### src/design/can_fault_defs.vh
`ifndef CAN_FAULT_DEFS_VH
`define CAN_FAULT_DEFS_VH

// Register byte offsets
`define OFS_MODE        8'h00
`define OFS_DIAG        8'h04
`define OFS_INT_STATUS  8'h08
`define OFS_INT_MASK    8'h0C
`define OFS_CMD         8'h10

// Transceiver mode encodings
`define MODE_OFF        2'h0
`define MODE_WAKE       2'h1
`define MODE_NORMAL     2'h2
`define MODE_RXONLY     2'h3

// Event / diagnostic bit positions
`define EV_DOM_CLAMP    0
`define EV_TX_RX_SHORT  1
`define EV_OVERTEMP     2
`define EV_RX_RECESSIVE 3
`define EV_BUS_FAIL     4
`define EV_TX_TIMEOUT   5
`define EV_UNDERVOLT    6
`define EV_COUNT        7

// Diagnostic code for transmit input shorted to ground
`define DIAG_TXD_GND    3'h1

// Command register bits
`define CMD_REENABLE    0

// Reset values
`define MODE_RESET      2'h0
`define MASK_RESET      7'h00

// Timing, microseconds, at a 10 MHz clock; RX recessive limit counts bus edges
`define CLK_MHZ         10
`define DOM_CLAMP_US    1000
`define TX_TIMEOUT_US   1000
`define RX_REC_BITS     16

`endif

### src/design/can_fault_supervisor.v
// Operation
// - Long bus dominant: flag, go receive-only
// - Clamp reported, interrupt unless masked
// - TX-RX short inhibits transmitter until command
// - TX-RX short raises interrupt unless masked
// - Overtemperature disables; cooled restores, mode kept
// - After cooling, wait TX dominant-to-recessive edge
// - RX recessive during traffic disables transmitter
// - RX recessive inhibit held until command
// - Undervoltage from regulator monitor only
// - Any bus-line short sets bus flag, interrupt
// - Bus-line short leaves mode unchanged
// - Split stabiliser on in normal, receive-only
// - TX timeout reported as TX shorted ground
// - TX timeout blocks driver until mode written to normal
`include "can_fault_defs.vh"
`default_nettype none

module can_fault_supervisor #(
	parameter DOM_CLAMP_CYC = `DOM_CLAMP_US * `CLK_MHZ,
	parameter TX_TO_CYC     = `TX_TIMEOUT_US * `CLK_MHZ,
	parameter RX_REC_EDGES  = `RX_REC_BITS
) (
	// Clock and reset
	input  wire        clk_in,
	input  wire        resetn_in,
	// AXI4-Lite write address and data
	input  wire [7:0]  s_axi_awaddr_in,
	input  wire        s_axi_awvalid_in,
	output reg         s_axi_awready_out,
	input  wire [31:0] s_axi_wdata_in,
	input  wire [3:0]  s_axi_wstrb_in,
	input  wire        s_axi_wvalid_in,
	output reg         s_axi_wready_out,
	output reg  [1:0]  s_axi_bresp_out,
	output reg         s_axi_bvalid_out,
	input  wire        s_axi_bready_in,
	// AXI4-Lite read
	input  wire [7:0]  s_axi_araddr_in,
	input  wire        s_axi_arvalid_in,
	output reg         s_axi_arready_out,
	output reg  [31:0] s_axi_rdata_out,
	output reg  [1:0]  s_axi_rresp_out,
	output reg         s_axi_rvalid_out,
	input  wire        s_axi_rready_in,
	// Controller pins: txd low is dominant
	input  wire        txd_in,
	output reg         rxd_out,
	input  wire        rxd_sense_in, // Receive pad level, read back
	// Bus side: receiver result (high = dominant) and fault sensors
	input  wire        bus_dominant_in,
	input  wire        overtemp_in,
	input  wire [5:0]  bus_short_in,
	input  wire        supply_undervolt_in,
	// Transmitter, receiver and split controls
	output reg         driver_en_out,
	output reg         receiver_en_out,
	output reg         split_en_out,
	output reg         irq_out
);

	// Synchronised pins
	wire       txd_s;
	wire       rxs_s;
	wire       bus_dom_s;
	wire       ot_s;
	wire       uv_s;
	wire [5:0] short_s;

	pin_sync #(.W(11)) u_sync (
		.clk_in       (clk_in),
		.resetn_in    (resetn_in),
		.reset_val_in (11'h003),
		.async_in     ({supply_undervolt_in, bus_short_in, overtemp_in,
		                bus_dominant_in, rxd_sense_in, txd_in}),
		.sync_out     ({uv_s, short_s, ot_s, bus_dom_s, rxs_s, txd_s})
	);

	// Control and status state
	reg [1:0]  mode_reg;
	reg [`EV_COUNT-1:0] status_reg;
	reg [`EV_COUNT-1:0] mask_reg;
	reg        clamp_inh_reg;
	reg        short_inh_reg;
	reg        rxrec_inh_reg;
	reg        txto_inh_reg;
	reg        ot_wait_reg;
	reg        txd_prev_reg;
	reg [31:0] dom_cnt_reg;
	reg [31:0] tx_cnt_reg;
	reg [7:0]  rec_cnt_reg;
	reg        bus_prev_reg;
	reg        ws_reg;
	reg [7:0]  aw_reg;
	reg [31:0] wd_reg;
	reg        aw_full_reg;
	reg        w_full_reg;

	// Active modes (normal and receive-only) share this decode
	function active_mode;
		input [1:0] m;
		begin
			active_mode = (m == `MODE_NORMAL) || (m == `MODE_RXONLY);
		end
	endfunction

	wire wr_go = aw_full_reg && w_full_reg && !s_axi_bvalid_out;
	wire wr_mode = wr_go && aw_reg == `OFS_MODE && ws_reg;
	wire wr_cmd_go = wr_go && aw_reg == `OFS_CMD && wd_reg[`CMD_REENABLE];
	wire in_normal = (mode_reg == `MODE_NORMAL);
	wire txd_dom = !txd_s;
	wire rx_active = active_mode(mode_reg) && !ot_s;
	// Looped-back transmitter: dominant sent but not seen means short
	wire tx_rx_short = in_normal && driver_en_out && txd_dom && !bus_dom_s;
	wire bus_edge = bus_dom_s && !bus_prev_reg;

	// Event pulses and levels (overtemp, bus fail, undervolt)
	reg  [`EV_COUNT-1:0] ev;
	always @* begin
		ev = {`EV_COUNT{1'b0}};
		ev[`EV_DOM_CLAMP]    = rx_active && bus_dom_s &&
		                       dom_cnt_reg == DOM_CLAMP_CYC;
		ev[`EV_TX_RX_SHORT]  = tx_rx_short && !short_inh_reg;
		ev[`EV_OVERTEMP]     = ot_s;
		ev[`EV_RX_RECESSIVE] = !rxrec_inh_reg &&
		                       rec_cnt_reg == RX_REC_EDGES;
		ev[`EV_BUS_FAIL]     = |short_s;
		ev[`EV_TX_TIMEOUT]   = txd_dom && tx_cnt_reg == TX_TO_CYC;
		ev[`EV_UNDERVOLT]    = uv_s;
	end

	// Fault counters: dominant clamp, TX timeout, RX recessive traffic
	always @(posedge clk_in) begin
		if (!resetn_in) begin
			dom_cnt_reg  <= 32'h0000_0000;
			tx_cnt_reg   <= 32'h0000_0000;
			rec_cnt_reg  <= 8'h00;
			bus_prev_reg <= 1'b0;
		end else begin
			bus_prev_reg <= bus_dom_s;
			if (bus_dom_s && dom_cnt_reg <= DOM_CLAMP_CYC)
				dom_cnt_reg <= dom_cnt_reg + 32'h0000_0001;
			else if (!bus_dom_s)
				dom_cnt_reg <= 32'h0000_0000;
			if (txd_dom && tx_cnt_reg <= TX_TO_CYC)
				tx_cnt_reg <= tx_cnt_reg + 32'h0000_0001;
			else if (!txd_dom)
				tx_cnt_reg <= 32'h0000_0000;
			// Bus edges counted while the pad still reads recessive;
			// the pad lags the bus, so a healthy echo clears it later
			if (!rx_active || !rxs_s || wr_cmd_go)
				rec_cnt_reg <= 8'h00;
			else if (bus_edge && rec_cnt_reg != 8'hFF)
				rec_cnt_reg <= rec_cnt_reg + 8'h01;
		end
	end

	// Mode and inhibit flags
	always @(posedge clk_in) begin
		if (!resetn_in) begin
			mode_reg      <= `MODE_RESET;
			clamp_inh_reg <= 1'b0;
			short_inh_reg <= 1'b0;
			rxrec_inh_reg <= 1'b0;
			txto_inh_reg  <= 1'b0;
			ot_wait_reg   <= 1'b0;
			txd_prev_reg  <= 1'b1;
		end else begin
			txd_prev_reg <= txd_s;
			if (wr_mode) begin
				mode_reg <= wd_reg[1:0];
				if (wd_reg[1:0] == `MODE_NORMAL) begin
					clamp_inh_reg <= 1'b0;
					txto_inh_reg  <= 1'b0;
				end
			end
			if (ev[`EV_DOM_CLAMP]) begin
				mode_reg      <= `MODE_RXONLY;
				clamp_inh_reg <= 1'b1;
			end
			// Re-enable command clears latched short inhibits
			if (wr_cmd_go) begin
				short_inh_reg <= 1'b0;
				rxrec_inh_reg <= 1'b0;
			end
			if (ev[`EV_TX_RX_SHORT])
				short_inh_reg <= 1'b1;
			if (ev[`EV_RX_RECESSIVE])
				rxrec_inh_reg <= 1'b1;
			if (ev[`EV_TX_TIMEOUT])
				txto_inh_reg <= 1'b1;
			// Mode is kept; transmit released on a TX rising edge
			if (ot_s)
				ot_wait_reg <= 1'b1;
			else if (ot_wait_reg && txd_s && !txd_prev_reg)
				ot_wait_reg <= 1'b0;
		end
	end

	// Sticky status, set beats write-one-to-clear
	always @(posedge clk_in) begin
		if (!resetn_in) begin
			status_reg <= {`EV_COUNT{1'b0}};
		end else begin
			if (wr_go && aw_reg == `OFS_INT_STATUS)
				status_reg <= (status_reg & ~wd_reg[`EV_COUNT-1:0]) | ev;
			else
				status_reg <= status_reg | ev;
		end
	end

	// Pin outputs; bus short never changes mode
	always @(posedge clk_in) begin
		if (!resetn_in) begin
			driver_en_out   <= 1'b0;
			receiver_en_out <= 1'b0;
			split_en_out    <= 1'b0;
			rxd_out         <= 1'b1;
			irq_out         <= 1'b0;
		end else begin
			driver_en_out   <= in_normal && !ot_s && !ot_wait_reg &&
			                   !clamp_inh_reg && !short_inh_reg &&
			                   !rxrec_inh_reg && !txto_inh_reg;
			receiver_en_out <= rx_active;
			split_en_out    <= active_mode(mode_reg);
			rxd_out         <= !(rx_active && bus_dom_s);
			irq_out         <= |(status_reg & ~mask_reg);
		end
	end

	// AXI4-Lite write channel: capture address and data in any order
	always @(posedge clk_in) begin
		if (!resetn_in) begin
			s_axi_awready_out <= 1'b0;
			s_axi_wready_out  <= 1'b0;
			s_axi_bvalid_out  <= 1'b0;
			s_axi_bresp_out   <= 2'b00;
			aw_full_reg       <= 1'b0;
			w_full_reg        <= 1'b0;
			aw_reg            <= 8'h00;
			wd_reg            <= 32'h0000_0000;
			ws_reg            <= 1'b0;
			mask_reg          <= `MASK_RESET;
		end else begin
			s_axi_awready_out <= !aw_full_reg && !s_axi_awready_out;
			s_axi_wready_out  <= !w_full_reg && !s_axi_wready_out;
			if (s_axi_awvalid_in && s_axi_awready_out) begin
				aw_full_reg       <= 1'b1;
				aw_reg            <= s_axi_awaddr_in;
				s_axi_awready_out <= 1'b0;
			end
			if (s_axi_wvalid_in && s_axi_wready_out) begin
				w_full_reg       <= 1'b1;
				wd_reg           <= s_axi_wdata_in;
				ws_reg           <= s_axi_wstrb_in[0];
				s_axi_wready_out <= 1'b0;
			end
			if (wr_go) begin
				aw_full_reg      <= 1'b0;
				w_full_reg       <= 1'b0;
				s_axi_bvalid_out <= 1'b1;
				case (aw_reg)
				`OFS_MODE, `OFS_INT_STATUS, `OFS_CMD:
					s_axi_bresp_out <= 2'b00;
				`OFS_INT_MASK: begin
					s_axi_bresp_out <= 2'b00;
					mask_reg <= wd_reg[`EV_COUNT-1:0];
				end
				`OFS_DIAG:
					s_axi_bresp_out <= 2'b00;
				default:
					s_axi_bresp_out <= 2'b10;
				endcase
			end else if (s_axi_bvalid_out && s_axi_bready_in) begin
				s_axi_bvalid_out <= 1'b0;
			end
		end
	end

	// Diagnostic word: live inhibits and TX short-to-ground code
	wire [31:0] diag_word = {18'h0_0000, 3'b000,
		(txto_inh_reg ? `DIAG_TXD_GND : 3'h0),
		ot_wait_reg, ot_s, rxrec_inh_reg, short_inh_reg,
		clamp_inh_reg, txto_inh_reg, |short_s, uv_s};

	// AXI4-Lite read channel, one cycle from address to data
	always @(posedge clk_in) begin
		if (!resetn_in) begin
			s_axi_arready_out <= 1'b0;
			s_axi_rvalid_out  <= 1'b0;
			s_axi_rdata_out   <= 32'h0000_0000;
			s_axi_rresp_out   <= 2'b00;
		end else begin
			s_axi_arready_out <= !s_axi_rvalid_out && !s_axi_arready_out;
			if (s_axi_arvalid_in && s_axi_arready_out) begin
				s_axi_arready_out <= 1'b0;
				s_axi_rvalid_out  <= 1'b1;
				s_axi_rresp_out   <= 2'b00;
				case (s_axi_araddr_in)
				`OFS_MODE:
					s_axi_rdata_out <= {30'h0000_0000, mode_reg};
				`OFS_DIAG:
					s_axi_rdata_out <= diag_word;
				`OFS_INT_STATUS:
					s_axi_rdata_out <= {25'h000_0000, status_reg};
				`OFS_INT_MASK:
					s_axi_rdata_out <= {25'h000_0000, mask_reg};
				`OFS_CMD:
					s_axi_rdata_out <= 32'h0000_0000;
				default: begin
					s_axi_rdata_out <= 32'h0000_0000;
					s_axi_rresp_out <= 2'b10;
				end
				endcase
			end else if (s_axi_rvalid_out && s_axi_rready_in) begin
				s_axi_rvalid_out <= 1'b0;
			end
		end
	end

endmodule

`default_nettype wire

### src/design/pin_sync.v
`default_nettype none

// Three-stage input synchroniser; change accepted when stages 2 and 3 agree
module pin_sync #(
	parameter W = 1
) (
	// Clock and reset
	input  wire         clk_in,
	input  wire         resetn_in,
	input  wire [W-1:0] reset_val_in,
	// Data
	input  wire [W-1:0] async_in,
	output reg  [W-1:0] sync_out
);

	reg [W-1:0] s1_reg;
	reg [W-1:0] s2_reg;
	reg [W-1:0] s3_reg;

	// All stages load the idle level, so no false edge follows reset
	always @(posedge clk_in) begin
		if (!resetn_in) begin
			s1_reg <= reset_val_in;
			s2_reg <= reset_val_in;
			s3_reg <= reset_val_in;
			sync_out <= reset_val_in;
		end else begin
			s1_reg <= async_in;
			s2_reg <= s1_reg;
			s3_reg <= s2_reg;
			if (s2_reg == s3_reg)
				sync_out <= s3_reg;
		end
	end

endmodule

`default_nettype wire

### config.mk
export PLATFORM = sky130hd
export DESIGN_NAME = can_fault_supervisor
export DESIGN_NICKNAME = d
export VERILOG_FILES = /design/src/design/can_fault_supervisor.v /design/src/design/pin_sync.v
export VERILOG_INCLUDE_DIRS = /design/src /design/src/design
export SDC_FILE = /design/constraint.sdc
export NUM_CORES = 1
export LEC_CHECK = 0
export BUFFER_PORTS_ARGS = -buffer_cell sky130_fd_sc_hd__buf_2
export CAP_MARGIN = 20
export CORE_ASPECT_RATIO = 2
export CORE_MARGIN = 1.5
export CORE_UTILIZATION = 55
export DETAILED_ROUTE_END_ITERATION = 12
export PLACE_DENSITY = 0.78
export SETUP_SLACK_MARGIN = 0.15
export SYNTH_ARGS = -nofsm -noshare
export SYNTH_HDL_FRONTEND = slang
export SYNTH_SLANG_ARGS = --single-unit
### constraint.sdc
create_clock -name clk_in -period 5.5 [get_ports clk_in]
set_input_delay 0.275 -clock clk_in [delete_from_list [all_inputs] [get_ports clk_in]]
set_output_delay 0.275 -clock clk_in [all_outputs]
set_load 0.1 [all_outputs]
==> results.md <==
- The register bit total from synthesis is between 150 and 200.
- The cell area that synthesis handed to floorplanning was 7050 um2.
- The synthesized design contains 0 enable-type register cells.
- The via count of the first global-routing pass is 5214.
- The clock insertion delay at the later pin of the skew report is between 0.4 and 0.5 ns.
- The overflow left after global routing is 0.
- Ranked by instance count, the synthesized netlist is headed by sky130_fd_sc_hd__dfxtp_1 (178), sky130_fd_sc_hd__nand2_1 (65), sky130_fd_sc_hd__and2_1 (53), sky130_fd_sc_hd__nand3_1 (40), sky130_fd_sc_hd__clkbuf_1 (30).
- After the last flow step, the layout net total stands at just under 900.
- Of all nets on the critical path, the largest fanout is 24.
- The synthesized area per cell is ~9.4 um2.
- Hold repair after CTS inserted 0 buffers.
- Setup violations remaining at the end of the flow were counted as 0.
- The power density of the placed cells is approximately 350 nW/um2.
- Across all hold checks on the routed design, the worst slack comes to 0.0389 ns.
- The cell at the root of the clock tree is sky130_fd_sc_hd__clkbuf_16.
- Synthesis instantiated 61 different standard cells from the library.
- At the pin with the least slew margin, the transition time is 0.930 ns.
- The post-route cell area is 7960 um2.
- The analysis attributes to cell leakage a power of around 3.3 nW.
- Counting along the longest clock path gives a buffer depth of 2.
- The total track usage is a little over a fifth.
- The number of synthesis warnings is 0.
- The average wire per standard cell is around 14 um.
- Once detail routing completed, the nets flagged for antenna violations numbered 0.
- Timing analysis after detailed placement gives a worst setup slack of 2.93 ns.
- The vertical extent of the die is about 160 um.
- The count of boundary I/O pins is between 100 and 150.
- Cells with a size suffix above 1 make up between 10% and 20% of the layout.
- In the synthesized netlist the dominant register cell turns out to be sky130_fd_sc_hd__dfxtp_1.
- After detailed routing, the total wire length is around 14000 um.
- The final RePlAce weighted congestion is roughly 0.94.
- The worst setup margin is about 2.9 ns.
- sky130_fd_sc_hd__dfxtp_1 takes more of the synthesized area than any other cell.
- The iteration-0 DRC count of the detailed router is approximately 280.
- The critical path in this run is classified as reg -> reg.
- The data arrival time of the critical path is 2.94 ns.
- The horizontal extent of the die is 83.0 um.
- The part of the Yosys area used for sequential elements is between 50% and 60%.
- The sort of element at the start of the critical path is a register.
- After clock tree synthesis, the clock-pin slew on the worst setup and hold paths is approximately 0.060 ns.
- The first global-routing pass estimated ~24000 um of wire.
- Across the routed clock network, the largest skew measured is 0.0102 ns.
- The count of final max-slew check failures is 0.
- In the routed design, unresolved DRC markers number 0.
- The total area inside the core boundary comes to around 13000 um2.
- The number of diodes is 0.
- The post-detailed-placement half-perimeter wirelength is 9860 um.
- Once the floorplan was initialized, standard cells occupied a little under three fifths of the core.
- For the final routed database, the setup TNS stands at 0 ns.
- The share of synthesized area in the top cell type comes to 50.6%.
- In the routed layout, each cell is associated on average with a via count of approximately 5.5.
- The setup fix buffers added after clock tree synthesis is 0.
- The startpoint identified for the worst register-to-register timing path is tx_cnt_reg[0].
- The peak supply drop is 0.000244 V.
- The flow ran to the end, and the final reports show no timing, DRC or antenna violations.
- Summing over every cut layer, the via total after detailed routing is about 5300.
- Setup repair after global routing left no endpoint under its margin.
- The die covers ~14000 um2.
- The max-capacitance violation count is 0.
- The share of flip-flops with an asynchronous set or reset is 0%.
- The number of antenna violations at the first check in global routing was 0.
- By area the synthesized netlist is led by sky130_fd_sc_hd__dfxtp_1 (51%), sky130_fd_sc_hd__and2_1 (4.7%), sky130_fd_sc_hd__nand2_1 (3.5%).
- In this run the tool buffered the top-level ports with 62 buffer cells.
- The CTS sink count is roughly 180.
- In this run the most critical hold path is launched from txd_in.
- TritonCTS built the clock tree.
- The type of element capturing the critical path is a register.
- Static timing analysis puts the maximum clock frequency at between 0.3 and 0.4 GHz.
- The part of the cycle the worst path needs is a little under half.
- After clock tree synthesis, the repair step resized 0 gates.
- The worst path needs 2.59 ns of the cycle, external delays included.
- The most repeated cell in the gate-level netlist after synthesis is sky130_fd_sc_hd__dfxtp_1.
- The start point of the critical path is tx_cnt_reg[0].
- The depth of the CTS H-tree is 4.
- The row count is between 50 and 60.
- The number of hold violations in the final report came to 0.
- Summing all placed instances gives a cell area of 7320 um2.
- Entering global routing, the biggest net connects 120 pins.
- The classification of the worst-slack hold path is in -> reg.
- The cell count after synthesis is about 750.
- The critical path data required time is between 5 and 6 ns.
- Measured against its own limit, the worst slew margin works out to a little under two fifths.
- The number of clock buffers inserted by TritonCTS is 17.
- The area added between synthesis and finish is 13.0%.
- The first-pass iteration count of the detailed router is 5.
-- final timing paths --
| path | to | slack, ns | depth (start not counted) |
|---|---|---|---|
| hold / removal | u_sync.s1_reg[0] | 0.04 | 2 |
| setup reg to reg | tx_cnt_reg[8] | 2.91 | 7 |
| setup / recovery | tx_cnt_reg[8] | 2.91 | 7 |
| hold reg to reg | u_sync.s2_reg[0] | 0.41 | 1 |
-- routing by layer --
metal	share of wire [%]	track usage (%)	up-vias
met4	3.3	10.5	0
met1	37	21.7	2483
li1	-	-	2650
met2	56	40.8	117
met3	3.0	3.84	32
met5	0	0	-
-- critical path: stages (launching register included) --
cell and delay (ns):
sky130_fd_sc_hd__dfxtp_1 0.34, sky130_fd_sc_hd__inv_1 0.10, sky130_fd_sc_hd__ha_1 0.16, sky130_fd_sc_hd__or3b_2 0.49, sky130_fd_sc_hd__a211oi_2 0.25, sky130_fd_sc_hd__o211ai_2 0.40, sky130_fd_sc_hd__or4_1 0.62, sky130_fd_sc_hd__a21oi_1 0.15
-- stage by stage --
stage	std cells	power (mW)	util [%]
floorplan	775	1.53	-
global placement	929	1.54	58.3
detailed placement	929	1.54	58.3
CTS	961	2.82	63.4
global route	961	2.89	63.4
finish	961	2.80	63.4
-- final cells by class --
type / instances / area (um2)
Tap cell: 150 / 188
Clock inverter: 13 / 196
Inverter: 25 / 93.8
Timing Repair Buffer: 64 / 325
Fill cell: 1048 / 4590
Sequential cell: 178 / 3560
Multi-Input combinational cell: 512 / 3150
Clock buffer: 19 / 443
-- cell families after synthesis --
family                   count (synthesis)  synth area share, %
flip-flops                             178                 50.6
buffers and inverters                   85                 6.00
AND/OR/NAND/NOR                        321                 25.5
other                                    1               0.0532
XOR/XNOR                                18                 2.24
adder cells (fa/ha/maj)                  6                 1.07
multiplexers                            25                 3.94
AO/OA/AOI/OAI                          117                 10.6
-- layout by cell type (no fill, tap or decap), types with 4 or more instances in the layout --
| cell type | count |
|---|---|
| sky130_fd_sc_hd__dfxtp_1 | 178 |
| sky130_fd_sc_hd__nand2_1 | 65 |
| sky130_fd_sc_hd__buf_2 | 62 |
| sky130_fd_sc_hd__and2_1 | 53 |
| sky130_fd_sc_hd__nand3_1 | 40 |
| sky130_fd_sc_hd__nor2_1 | 28 |
| sky130_fd_sc_hd__a21oi_1 | 28 |
| sky130_fd_sc_hd__inv_1 | 25 |
| sky130_fd_sc_hd__conb_1 | 25 |
| sky130_fd_sc_hd__and3_1 | 24 |
| sky130_fd_sc_hd__nor2b_1 | 22 |
| sky130_fd_sc_hd__mux2i_1 | 21 |
| sky130_fd_sc_hd__a21boi_0 | 20 |
| sky130_fd_sc_hd__or3_1 | 18 |
| sky130_fd_sc_hd__clkbuf_16 | 17 |
| sky130_fd_sc_hd__o21ai_1 | 16 |
| sky130_fd_sc_hd__xor2_1 | 15 |
| sky130_fd_sc_hd__o21ai_0 | 12 |
| sky130_fd_sc_hd__nand2b_1 | 12 |
| sky130_fd_sc_hd__o31ai_1 | 10 |
| sky130_fd_sc_hd__nor3_1 | 10 |
| sky130_fd_sc_hd__nor4_1 | 10 |
| sky130_fd_sc_hd__nand4_1 | 10 |
| sky130_fd_sc_hd__or4_1 | 9 |
| sky130_fd_sc_hd__ha_1 | 6 |
| sky130_fd_sc_hd__a22oi_1 | 5 |
| sky130_fd_sc_hd__a31oi_1 | 5 |
| sky130_fd_sc_hd__inv_6 | 5 |
| sky130_fd_sc_hd__bufinv_16 | 4 |
-- power by group --
group          total (mW)  switching, mW  internal [mW]
Sequential           1.33         0.0185           1.31
Clock                1.28          0.503          0.781
Combinational       0.186          0.145         0.0411
Total                2.80          0.667           2.13
Note: power is estimated with default switching activity, not from simulation.
